### src/design/ifd_pkg.sv
// ============================================================
// Shared constants and types of the instruction format decoder.
package ifd_pkg;

  // ============================================================
  // Word and field geometry.
  localparam int WORD_W     = 16;
  localparam int FILE_W     = 8;
  localparam int BITPOS_W   = 3;
  localparam int OFFSET_W   = 11;
  localparam int EXT_W      = 12;
  localparam int PHASES_DEF = 4;

  // Field positions inside a program word.
  localparam int TOP_HI     = 15;
  localparam int TOP_LO     = 12;
  localparam int DEST_POS   = 9;
  localparam int MEM_POS    = 8;
  localparam int BIT_HI     = 11;
  localparam int BIT_LO     = 9;
  localparam int QUICK_POS  = 8;
  localparam int PTR_HI     = 5;
  localparam int PTR_LO     = 4;
  localparam int MODE_HI    = 1;
  localparam int MODE_LO    = 0;
  localparam int SUB_HI     = 11;
  localparam int SUB_LO     = 8;
  localparam int CALL_HI    = 11;
  localparam int CALL_LO    = 9;

  // Top nibble codes that pick the instruction class.
  localparam logic [3:0] TOP_MISC   = 4'h0;
  localparam logic [3:0] TOP_BIT_LO = 4'h7;
  localparam logic [3:0] TOP_BIT_HI = 4'hb;
  localparam logic [3:0] TOP_JUMP   = 4'hd;
  localparam logic [3:0] TOP_LONG   = 4'he;
  localparam logic [3:0] TOP_EXT    = 4'hf;

  // Sub codes under TOP_LONG that make the three double-word forms, and SUB_NONE under TOP_MISC.
  localparam logic [2:0] SUB_CALL   = 3'h6;
  localparam logic [3:0] SUB_GOTO   = 4'hf;
  localparam logic [3:0] SUB_PTRLD  = 4'he;
  localparam logic [3:0] SUB_NONE   = 4'h0;

  // Reset values.
  localparam logic [1:0] PHASE_RST  = 2'h0;

  // Instruction classes.
  typedef enum logic [2:0] {
    CLS_BYTE    = 3'h0,
    CLS_BIT     = 3'h1,
    CLS_LITERAL = 3'h2,
    CLS_CONTROL = 3'h3,
    CLS_NOP     = 3'h4
  } ifd_class_t;

  // Table pointer update modes.
  typedef enum logic [1:0] {
    TBL_KEEP     = 2'h0,
    TBL_POST_INC = 2'h1,
    TBL_POST_DEC = 2'h2,
    TBL_PRE_INC  = 2'h3
  } ifd_tbl_t;

  // One decoded instruction as handed to the execute logic.
  typedef struct packed {
    ifd_class_t          cls;
    logic [7:0]          opcode;
    logic [FILE_W-1:0]   reg_addr;
    logic                result_to_file;
    logic                result_to_working;
    logic                access_ram;
    logic                bank_from_select;
    logic [BITPOS_W-1:0] bit_pos;
    logic [FILE_W-1:0]   bit_mask;
    logic [FILE_W-1:0]   literal_value;
    logic [1:0]          pointer_sel;
    logic [OFFSET_W-1:0] target_offset;
    logic                quick_return;
    ifd_tbl_t            table_mode;
    logic                two_word;
    logic [EXT_W-1:0]    ext_operand;
  } ifd_dec_t;

endpackage
### src/design/ifd_decoder.sv
// What this block does
// (RULE1) Most instructions are one 16-bit word; exactly three use two words.
// (RULE2) Split each word into an opcode and one or more operand fields.
// (RULE3) Byte class decodes register address, result target and memory bit.
// (RULE4) Result target zero writes working register; one writes file register.
// (RULE5) Bit class decodes register address, bit position and memory bit.
// (RULE6) Bit position selects the single bit modified or tested.
// (RULE7) Literal class decodes a literal, an indirect pointer select, or none.
// (RULE8) Control class decodes offset, quick return bit, table mode, or none.
// (RULE9) Second words start with four ones; executed alone they are no-ops.
// (RULE10) A plain single-word instruction takes one instruction cycle.
// (RULE11) Taken test or program counter change adds one no-op cycle.
// (RULE12) Double-word instructions take two instruction cycles.
// (RULE13) One instruction cycle is four consecutive clock periods.
// (RULE14) A taken two-word branch takes three instruction cycles in total.
// (RULE15) Memory bit zero means access RAM; one means bank from bank select.
// (RULE16) Bit position is three bits, addressing bits 0 to 7.
// (RULE17) Quick return bit one updates shadow registers; zero leaves them.
// (RULE18) Table mode: no change, post-increment, post-decrement, pre-increment.
// (RULE19) The second word is an operand extension, never dispatched alone; here a lone second word is dispatched as a no-op.
// (RULE20) On a taken branch the fetched next word is dropped for a no-op.
`timescale 1ns/10ps
`default_nettype none

module ifd_decoder #(
  parameter int PHASES = ifd_pkg::PHASES_DEF
) (
  input  wire logic                        SYS_CLK,         // Core clock.
  input  wire logic                        SYS_RST,         // Sync reset.
  input  wire logic [ifd_pkg::WORD_W-1:0]  INSTR_WORD,      // Fetched word.
  input  wire logic                        BRANCH_TAKEN,    // Last op jumped.
  output logic [1:0]                       PHASE,           // Period index.
  output logic                             CYCLE_END,       // Cycle boundary.
  output logic                             WORD_TAKEN,      // Word consumed.
  output logic                             DISPATCH,        // New op issued.
  output logic                             FLUSHED,         // Slot is no-op.
  output ifd_pkg::ifd_dec_t                DECODED          // Decoded op.
);

  // ============================================================
  // Elaboration check: the phase index is two bits wide.
  if (PHASES != ifd_pkg::PHASES_DEF) begin : g_phase_check
    $error("PHASES must be 4 for a two bit phase index.");
  end

  // ============================================================
  // Decode functions.

  // Builds the single-word view of a word, second words read as no-op.
  function automatic ifd_pkg::ifd_dec_t split_word(
    input logic [ifd_pkg::WORD_W-1:0] w
  );
    ifd_pkg::ifd_dec_t d;
    logic [3:0]        top;
    logic [3:0]        sub;
    d   = '0;
    top = w[ifd_pkg::TOP_HI:ifd_pkg::TOP_LO];
    sub = w[ifd_pkg::SUB_HI:ifd_pkg::SUB_LO];
    d.opcode = w[ifd_pkg::WORD_W-1:ifd_pkg::FILE_W];               // RULE2
    if (top == ifd_pkg::TOP_EXT) begin
      d.cls = ifd_pkg::CLS_NOP;                                    // RULE9
    end else if (top >= ifd_pkg::TOP_BIT_LO &&
                 top <= ifd_pkg::TOP_BIT_HI) begin
      d.cls        = ifd_pkg::CLS_BIT;                             // RULE5
      d.reg_addr   = w[ifd_pkg::FILE_W-1:0];
      d.bit_pos    = w[ifd_pkg::BIT_HI:ifd_pkg::BIT_LO];           // RULE16
      d.bit_mask   = ifd_pkg::FILE_W'(1) << d.bit_pos;             // RULE6
      d.access_ram = ~w[ifd_pkg::MEM_POS];                         // RULE15
    end else if (top == ifd_pkg::TOP_JUMP) begin
      d.cls           = ifd_pkg::CLS_CONTROL;                      // RULE8
      d.target_offset = w[ifd_pkg::OFFSET_W-1:0];
    end else if (top == ifd_pkg::TOP_LONG) begin
      if (sub == ifd_pkg::SUB_PTRLD) begin
        d.cls           = ifd_pkg::CLS_LITERAL;                    // RULE7
        d.pointer_sel   = w[ifd_pkg::PTR_HI:ifd_pkg::PTR_LO];
        d.literal_value = {4'h0, w[3:0]};
        d.two_word      = 1'b1;                                    // RULE1
      end else begin
        d.cls           = ifd_pkg::CLS_CONTROL;                    // RULE8
        d.target_offset = {3'h0, w[ifd_pkg::FILE_W-1:0]};
        if (w[ifd_pkg::CALL_HI:ifd_pkg::CALL_LO] == ifd_pkg::SUB_CALL) begin
          d.quick_return = w[ifd_pkg::QUICK_POS];                  // RULE17
          d.two_word     = 1'b1;                                   // RULE1
        end else if (sub == ifd_pkg::SUB_GOTO) begin
          d.two_word = 1'b1;                                       // RULE1
        end
      end
    end else if (top == ifd_pkg::TOP_MISC) begin
      if (sub != ifd_pkg::SUB_NONE) begin
        d.cls           = ifd_pkg::CLS_LITERAL;                    // RULE7
        d.literal_value = w[ifd_pkg::FILE_W-1:0];
      end else begin
        d.cls          = ifd_pkg::CLS_CONTROL;                     // RULE8
        d.table_mode   = ifd_pkg::ifd_tbl_t'(
                           w[ifd_pkg::MODE_HI:ifd_pkg::MODE_LO]);  // RULE18
        d.quick_return = w[ifd_pkg::MODE_LO];                      // RULE17
      end
    end else begin
      d.cls               = ifd_pkg::CLS_BYTE;                     // RULE3
      d.reg_addr          = w[ifd_pkg::FILE_W-1:0];
      d.result_to_file    = w[ifd_pkg::DEST_POS];                  // RULE4
      d.result_to_working = ~w[ifd_pkg::DEST_POS];                 // RULE4
      d.access_ram        = ~w[ifd_pkg::MEM_POS];                  // RULE15
    end
    d.bank_from_select = (d.cls == ifd_pkg::CLS_BYTE ||
                          d.cls == ifd_pkg::CLS_BIT) &&
                         w[ifd_pkg::MEM_POS];                      // RULE15
    return d;
  endfunction

  // Folds the second word into the held first word as its operand.
  function automatic ifd_pkg::ifd_dec_t join_ext(
    input ifd_pkg::ifd_dec_t          first,
    input logic [ifd_pkg::WORD_W-1:0] w
  );
    ifd_pkg::ifd_dec_t d;
    d             = first;
    d.ext_operand = w[ifd_pkg::EXT_W-1:0];                         // RULE19
    if (first.cls == ifd_pkg::CLS_LITERAL) begin
      d.literal_value = w[ifd_pkg::FILE_W-1:0];
    end
    return d;
  endfunction

  // ============================================================
  // State machine of the issue slot.
  typedef enum logic [1:0] {
    ST_RUN = 2'b01,
    ST_EXT = 2'b10
  } ifd_state_t;

  ifd_state_t        st_q;
  ifd_state_t        st_d;
  logic [1:0]        phase_q;
  logic [1:0]        phase_d;
  logic              end_q;
  logic              taken_q;
  logic              disp_q;
  logic              flush_q;
  ifd_pkg::ifd_dec_t first_q;
  ifd_pkg::ifd_dec_t dec_q;
  ifd_pkg::ifd_dec_t dec_d;

  // Boundary of the instruction cycle and the decoded views.
  wire logic              boundary = (phase_q == 2'(PHASES - 1));  // RULE13
  ifd_pkg::ifd_dec_t      word_view;
  ifd_pkg::ifd_dec_t      ext_view;
  assign word_view = split_word(INSTR_WORD);
  assign ext_view  = join_ext(first_q, INSTR_WORD);

  // A taken branch drops the word just fetched and issues a no-op.
  wire logic do_flush = boundary && st_q == ST_RUN && BRANCH_TAKEN; // RULE20
  wire logic start_ext = boundary && st_q == ST_RUN && !BRANCH_TAKEN &&
                         word_view.two_word;                       // RULE12
  wire logic issue = boundary && !start_ext;                       // RULE10

  // Next phase, state and decoded output.
  always_comb begin
    phase_d = boundary ? ifd_pkg::PHASE_RST : phase_q + 2'h1;      // RULE13
    st_d    = st_q;
    dec_d   = dec_q;
    case (st_q)
      ST_RUN: begin
        if (do_flush) begin
          dec_d     = '0;                                          // RULE11
          dec_d.cls = ifd_pkg::CLS_NOP;                            // RULE11
        end else if (start_ext) begin
          st_d = ST_EXT;                                           // RULE12
        end else if (boundary) begin
          dec_d = word_view;                                       // RULE10
        end
      end
      ST_EXT: begin
        if (boundary) begin
          dec_d = ext_view;                                        // RULE19
          st_d  = ST_RUN;                                          // RULE14
        end
      end
      default: begin
        st_d = ST_RUN;
      end
    endcase
  end

  // Phase counter and state.
  always_ff @(posedge SYS_CLK) begin
    if (SYS_RST) begin
      phase_q <= ifd_pkg::PHASE_RST;
      st_q    <= ST_RUN;
    end else begin
      phase_q <= phase_d;
      st_q    <= st_d;
    end
  end

  // Held first word and the decoded output.
  always_ff @(posedge SYS_CLK) begin
    if (SYS_RST) begin
      first_q <= '0;
      dec_q   <= '0;
    end else begin
      if (start_ext) begin
        first_q <= word_view;                                      // RULE1
      end
      dec_q <= dec_d;
    end
  end

  // Strobes reported one clock after the boundary that caused them.
  always_ff @(posedge SYS_CLK) begin
    if (SYS_RST) begin
      end_q   <= 1'b0;
      taken_q <= 1'b0;
      disp_q  <= 1'b0;
      flush_q <= 1'b0;
    end else begin
      end_q   <= boundary;
      taken_q <= boundary;
      disp_q  <= issue;                                            // RULE12
      flush_q <= issue ? do_flush : flush_q;                       // RULE11
    end
  end

  // Outputs straight from flip-flops.
  assign PHASE      = phase_q;
  assign CYCLE_END  = end_q;
  assign WORD_TAKEN = taken_q;
  assign DISPATCH   = disp_q;
  assign FLUSHED    = flush_q;
  assign DECODED    = dec_q;

endmodule

`default_nettype wire

### config.mk
export PLATFORM = sky130hd
export DESIGN_NAME = ifd_decoder
export DESIGN_NICKNAME = d
export VERILOG_FILES = /design/src/design/ifd_pkg.sv /design/src/design/ifd_decoder.sv
export SDC_FILE = /design/constraint.sdc
export NUM_CORES = 1
export LEC_CHECK = 0
export ABC_AREA = 0
export BUFFER_PORTS_ARGS = -buffer_cell sky130_fd_sc_hd__buf_2
export CAP_MARGIN = 20
export CELL_PAD_IN_SITES_DETAIL_PLACEMENT = 0
export CELL_PAD_IN_SITES_GLOBAL_PLACEMENT = 1
export CORE_MARGIN = 8
export CORE_UTILIZATION = 35
export CTS_CLUSTER_DIAMETER = 80
export DETAILED_ROUTE_END_ITERATION = 7
export MAX_ROUTING_LAYER = met4
export PLACE_DENSITY_LB_ADDON = 0.12
export SETUP_SLACK_MARGIN = 0.4
export SLEW_MARGIN = 40
export SYNTH_ARGS = -nofsm -noshare
export SYNTH_HDL_FRONTEND = slang
export SYNTH_SLANG_ARGS = --single-unit
### constraint.sdc
create_clock -name SYS_CLK -period 4.2 [get_ports SYS_CLK]
set_input_delay 0.21 -clock SYS_CLK [delete_from_list [all_inputs] [get_ports SYS_CLK]]
set_output_delay 0.21 -clock SYS_CLK [all_outputs]
set_load 0.01 [all_outputs]
# After elaboration in Yosys (flattened, before gate mapping)
# Cells that the tools add are included.
[totals] ff_bits=137 input_bits=19 out_inout_bits=77 elab_cells=120
[op_classes] n_addsub=1 order_cmp=2 eq_ne=16 shifts=1 mux=45 bitwise=2 n_reduce_logical=17
[op_table] cell="71-bit two-way mux" count=4
[op_table] cell="71-bit one-hot mux with 2 select lines" count=1
[op_table] cell="11-bit two-way mux" count=6
[op_table] cell="8-bit two-way mux" count=5
[op_table] cell="36-bit two-way mux" count=1
[op_table] cell="25-bit two-way mux" count=1
[op_table] cell="4-bit == test, second input constant" count=5
[op_table] cell="3-bit two-way mux" count=6
[op_table] cell="13-bit two-way mux" count=1
[op_table] cell="2-bit two-way mux" count=6
[op_table] cell="10-bit two-way mux" count=1
[op_table] cell="1-bit two-way mux" count=9
[op_table] cell="9-bit two-way mux" count=1
[op_table] cell="1-bit by 3-bit << shifter with 8-bit output, first input constant" count=1
[op_table] cell="1-bit logical AND" count=7
[op_table] cell="6-bit two-way mux" count=1
[op_table] cell="2-bit != test, second input constant" count=3
[op_table] cell="3-bit != test, second input constant" count=2
[op_table] cell="2-bit == test, second input constant" count=2
[op_table] cell="4-bit by 3-bit greater-or-equal comparator with 1-bit output, second input constant" count=1
[op_table] cell="4-bit less-or-equal comparator, second input constant" count=1
[op_table] cell="4-bit zero test" count=1
[op_table] cell="4-bit two-way mux" count=1
[op_table] cell="2-bit one-hot mux with 2 select lines" count=1
[op_table] cell="other kinds (14)" count=16

# Depth between registers and ports, before layout
[depth] word_depth=14 mapped_depth=7 depth_no_buf=5

# Worst setup path before layout
# Ideal clock, no wire load.
[synth_timing] kind="reg-to-reg" start="register phase_q[0] (netlist: PHASE[0])" end="register dec_q, in the netlist DECODED[42]" setup_time_ns=0.086 arrival_time_ns=1.752 required_ns=4.114 path_slack_ns=2.363 path_stages_with_launch=7 n_path_buf=1 period_less_slack_ns=1.837 cell_sequence="dfxtp_1 -> ha_1 -> and4b_1 -> buf_2 -> a2111oi_2 -> a32oi_1 -> a211oi_1"
[synth_between] elab_chain_cells=6 elab_cells_between_ends=11 classes_between="4 x eq/ne; 2 x mux; 5 x reduce/logical"
[synth_rtl] element="start, declared" line_no="ifd_decoder.sv:134" source="logic [1:0] phase_q;"
[synth_rtl] element="start signal, assigned" line_no="ifd_decoder.sv:188" source="phase_q <= ifd_pkg::PHASE_RST;"
[synth_rtl] element="start signal, assigned" line_no="ifd_decoder.sv:191" source="phase_q <= phase_d;"
[synth_rtl] element="2-bit == test *" line_no="ifd_decoder.sv:145" source="wire logic boundary = (phase_q == 2'(PHASES - 1));"
[synth_rtl] element="net boundary" line_no="ifd_decoder.sv:145"
[synth_rtl] element="1-bit logical AND" line_no="ifd_decoder.sv:152, ifd_decoder.sv:153"
[synth_rtl] element="1-bit logical AND (2 in a row)" line_no="ifd_decoder.sv:153" source="wire logic start_ext = boundary && st_q == ST_RUN && !BRANCH_TAKEN &&"
[synth_rtl] element="3-bit != test (no line)"
[synth_rtl] element="4-bit AND reduction (no line)"
[synth_rtl] element="end signal, assigned" line_no="ifd_decoder.sv:200" source="dec_q <= '0;"
[synth_rtl] element="end signal, assigned" line_no="ifd_decoder.sv:205" source="dec_q <= dec_d;"
[synth_rtl] element="end, declared" line_no="ifd_decoder.sv:141" source="ifd_pkg::ifd_dec_t dec_q;"
# The timed path passes the listed nets; every way through them passes the cells marked *.
# A chain may end at the register's enable or synchronous reset.

# Worst setup path after layout
[layout_timing] start="register phase_q[0] (netlist: PHASE[0])" end="register dec_q, in the netlist DECODED[22]"
# Same word-level chain as after synthesis.

==> flow_summary.ini <==
[run_status]
run_status = finished, final reports clean

[floorplanning]
die_y_um = 143
die_area_mm2 = 0.0205
core_region_area_mm2 = 0.0159
top_level_ports = 96
rows = 46
start_util_pct = 35.7
dieWidth_um = 143

[power_and_ir_drop]
p_sw_share_pct = 25.3
p_leak_nw = 2.52
p_sw_w = 0.000782
p_total_w = 0.00309
p_per_area_mw_per_mm2 = 458
internal_power_w = 0.00231
p_comb_share_pct = 9.4
vdd_drop_max_uv = 276
clkPwrFrac_pct = 46.5
power.share.sequential_pct = 44.1

[timing]
final.min_clock_period_ps = 2740
fin_setup_tns_ps = 0
finalClockSkew_ps = 10.2
worst_pin_slew_ps = 716
slew_headroom_pct = 52.2
slew_viol_final = 0
hold_violations = 0
rsz0062_at_grt = no
setup_viol = 0
timing.fmax_mhz = 365
fin_ws_ps = 1460
period_share_pct = 65.2

[routing]
dr_wl_met3_um = 708
wl_met1_um = 8380
drt-initial-drc-count = 302
wl_met2_um = 8330
dr.pass1.iters = 5
highest_layer = met4
drtAntennaViolNets = 0
wl_um = 17700
drcViolationCount = 0
vias = 4856
wl_per_cell_um = 19.8
viasPerCell = 5.44

[synth]
synth_cells = 608
netlist_area_mm2 = 0.00567
synthTopCellsByCount = 137 x dfxtp_1, 91 x a21oi_1, 48 x a211oi_1, 36 x and2_1, 36 x nand2_1
synth_area_leaders = dfxtp_1 48%, a21oi_1 8.0%, a211oi_1 6.4%, and2_1 4.0%, a22oi_1 3.3%
synth_seq_cells = 137
synth_top_flop_cell = dfxtp_1
post_synth.cell_area_avg_um2 = 9.32
synth_top_cell_by_area = dfxtp_1
seq_area_frac_synth_pct = 48.4
netlist.area_leader.share_pct = 48.4
synth_edf_count = 0
syn_nets = 628
post-synth-top-count-cell = dfxtp_1
yosysUniqueCellTypes = 55
ys_warn_count = 0
async_flop_share_pct = 0

[clock_tree]
ctsHoldBuffers = 0
numCtsBuffers = 17
post_cts_resized = 0
cts_sinks = 137
root_buffer = clkbuf_16
postCtsSetupRepairBufs = 0
htree_num_levels = 4
path_clk_slew_ps = 60
clockBufferDepth = 2
cts_tree = yes
clk_latency_ps = 430

[flow_run]
drv_cap = 0

[global_route]
grt_max_degree = 58
first_global_vias = 4728
grtUsageTotal_pct = 18.0
grt_pass1_wl_um = 27400
gr-total-overflow = 0
antenna_found_initial = 0

[setup_path]
cp_num_buf_inv = 1
crit_type = reg2reg
reg2regPathDepth = 6
critPathTopFamily = simple AND/OR/NAND/NOR gates
worstPathCellList = ha_1 > and4b_1 > nor2_2 > buf_4 > nand4_1 > a311oi_1
slowest_delay_ps = 600
arrival_ps = 3060
cp-start-kind = flop
cp.depth = 6
end_kind = flop
cp_slowest_cell = nor2_2
path_max_fanout = 18
required_ps = 4520

[finish]
area_growth_pct = 19.2
antennaDiodeCount = 0
layout-drive-gt1-share_pct = 23.6
nFillCells = 1583
nets = 684

[placement]
io_buffers = 95
place_congestion = 0.826
hpwl_um = 11700
dp_slack_ps = 1430

[min_path]
hp-class = in2reg
worstHoldPathCells = 3
[metal layers]
metal,GRT usage (%),vias up
li1,-,2366
met3,4.01,24
met2,27.6,109
met1,23.0,2357
met4,6.25,0
met5,-,-
[state kept, by name (all words and copies together) (netlist names)]
signal / flops
WORD_TAKEN: 1
FLUSHED: 1
PHASE: 2
ext_view: 51
DECODED: 71
DISPATCH: 1
st_q: 2
first_q: 8
[cells by family (layout without fill, tap and decap cells)]
logic type | after synthesis | after routing | synth area share [%]
flip-flops | 137 | 137 | 48.4
multiplexers | 9 | 9 | 1.77
buffers and inverters | 69 | 138 | 6.05
AND/OR/NAND/NOR | 167 | 167 | 17.6
adder cells (fa/ha/maj) | 1 | 1 | 0.221
AO/OA/AOI/OAI | 225 | 225 | 26.0
[power groups by stage]
stage	combinational, W	sequential, W	clock, W
finish	0.000290	0.00136	0.00144
global route	0.000318	0.00137	0.00152
CTS	0.000293	0.00137	0.00146
detailed placement	0.000293	0.00139	0
global placement	0.000289	0.00139	0
floorplan	0.000160	0.00141	0
[final timing paths]
| kind | startpoint | to | slack (ps) |
|---|---|---|---|
| max | PHASE[0] | DECODED[22] | 1460 |
| min | INSTR_WORD[5] | DECODED[5] | 100 |
| max reg2reg | PHASE[0] | DECODED[22] | 1460 |
| min reg2reg | PHASE[0] | PHASE[0] | 450 |
[area by class of cell]
cell class              count  area (µm²)  area share [%]
clock buffers              19         433            6.41
clock inverters            13         130            1.93
inverters                   4        15.0           0.222
multi-input cells         402        2610            38.6
flip-flops and latches    137        2740            40.6
well taps                 216         270            4.00
repair buffers            102         556            8.22
[through the flow]
step                cells  cell area, µm²  hold slack [ps]  utilization (%)
global placement      859            6150              433             38.7
CTS                   892            6740             86.4             42.4
floorplan             608            5670              350                -
detailed placement    860            6180              440             38.9
global route          893            6760              100             42.5
finish                893            6760             96.3             42.5
[worst register-to-register path, stage by stage, from the launching register on]
cell	delay [ps]
dfxtp_1	320
ha_1	420
and4b_1	450
nor2_2	600
buf_4	370
nand4_1	140
a311oi_1	340
[cell usage in the layout, fill, tap and decap left out, drive strengths merged, types with 3 or more instances in the layout]
cell,synthesis,final
a211oi,48,48
a21oi,91,91
a22oi,25,25
a311oi,9,9
a32oi,20,20
and2,37,37
and3,4,4
buf,32,102
clkbuf,33,19
clkinv,0,8
clkinvlp,0,3
dfxtp,137,137
inv,4,4
mux2,8,8
nand2,37,37
nand3,20,20
nand4,7,7
nand4b,4,4
nor2,29,29
nor2b,3,3
nor3b,3,3
nor4,6,6
o21ai,20,20
or4,3,3
No activity file was read; power rests on OpenSTA's default activity.
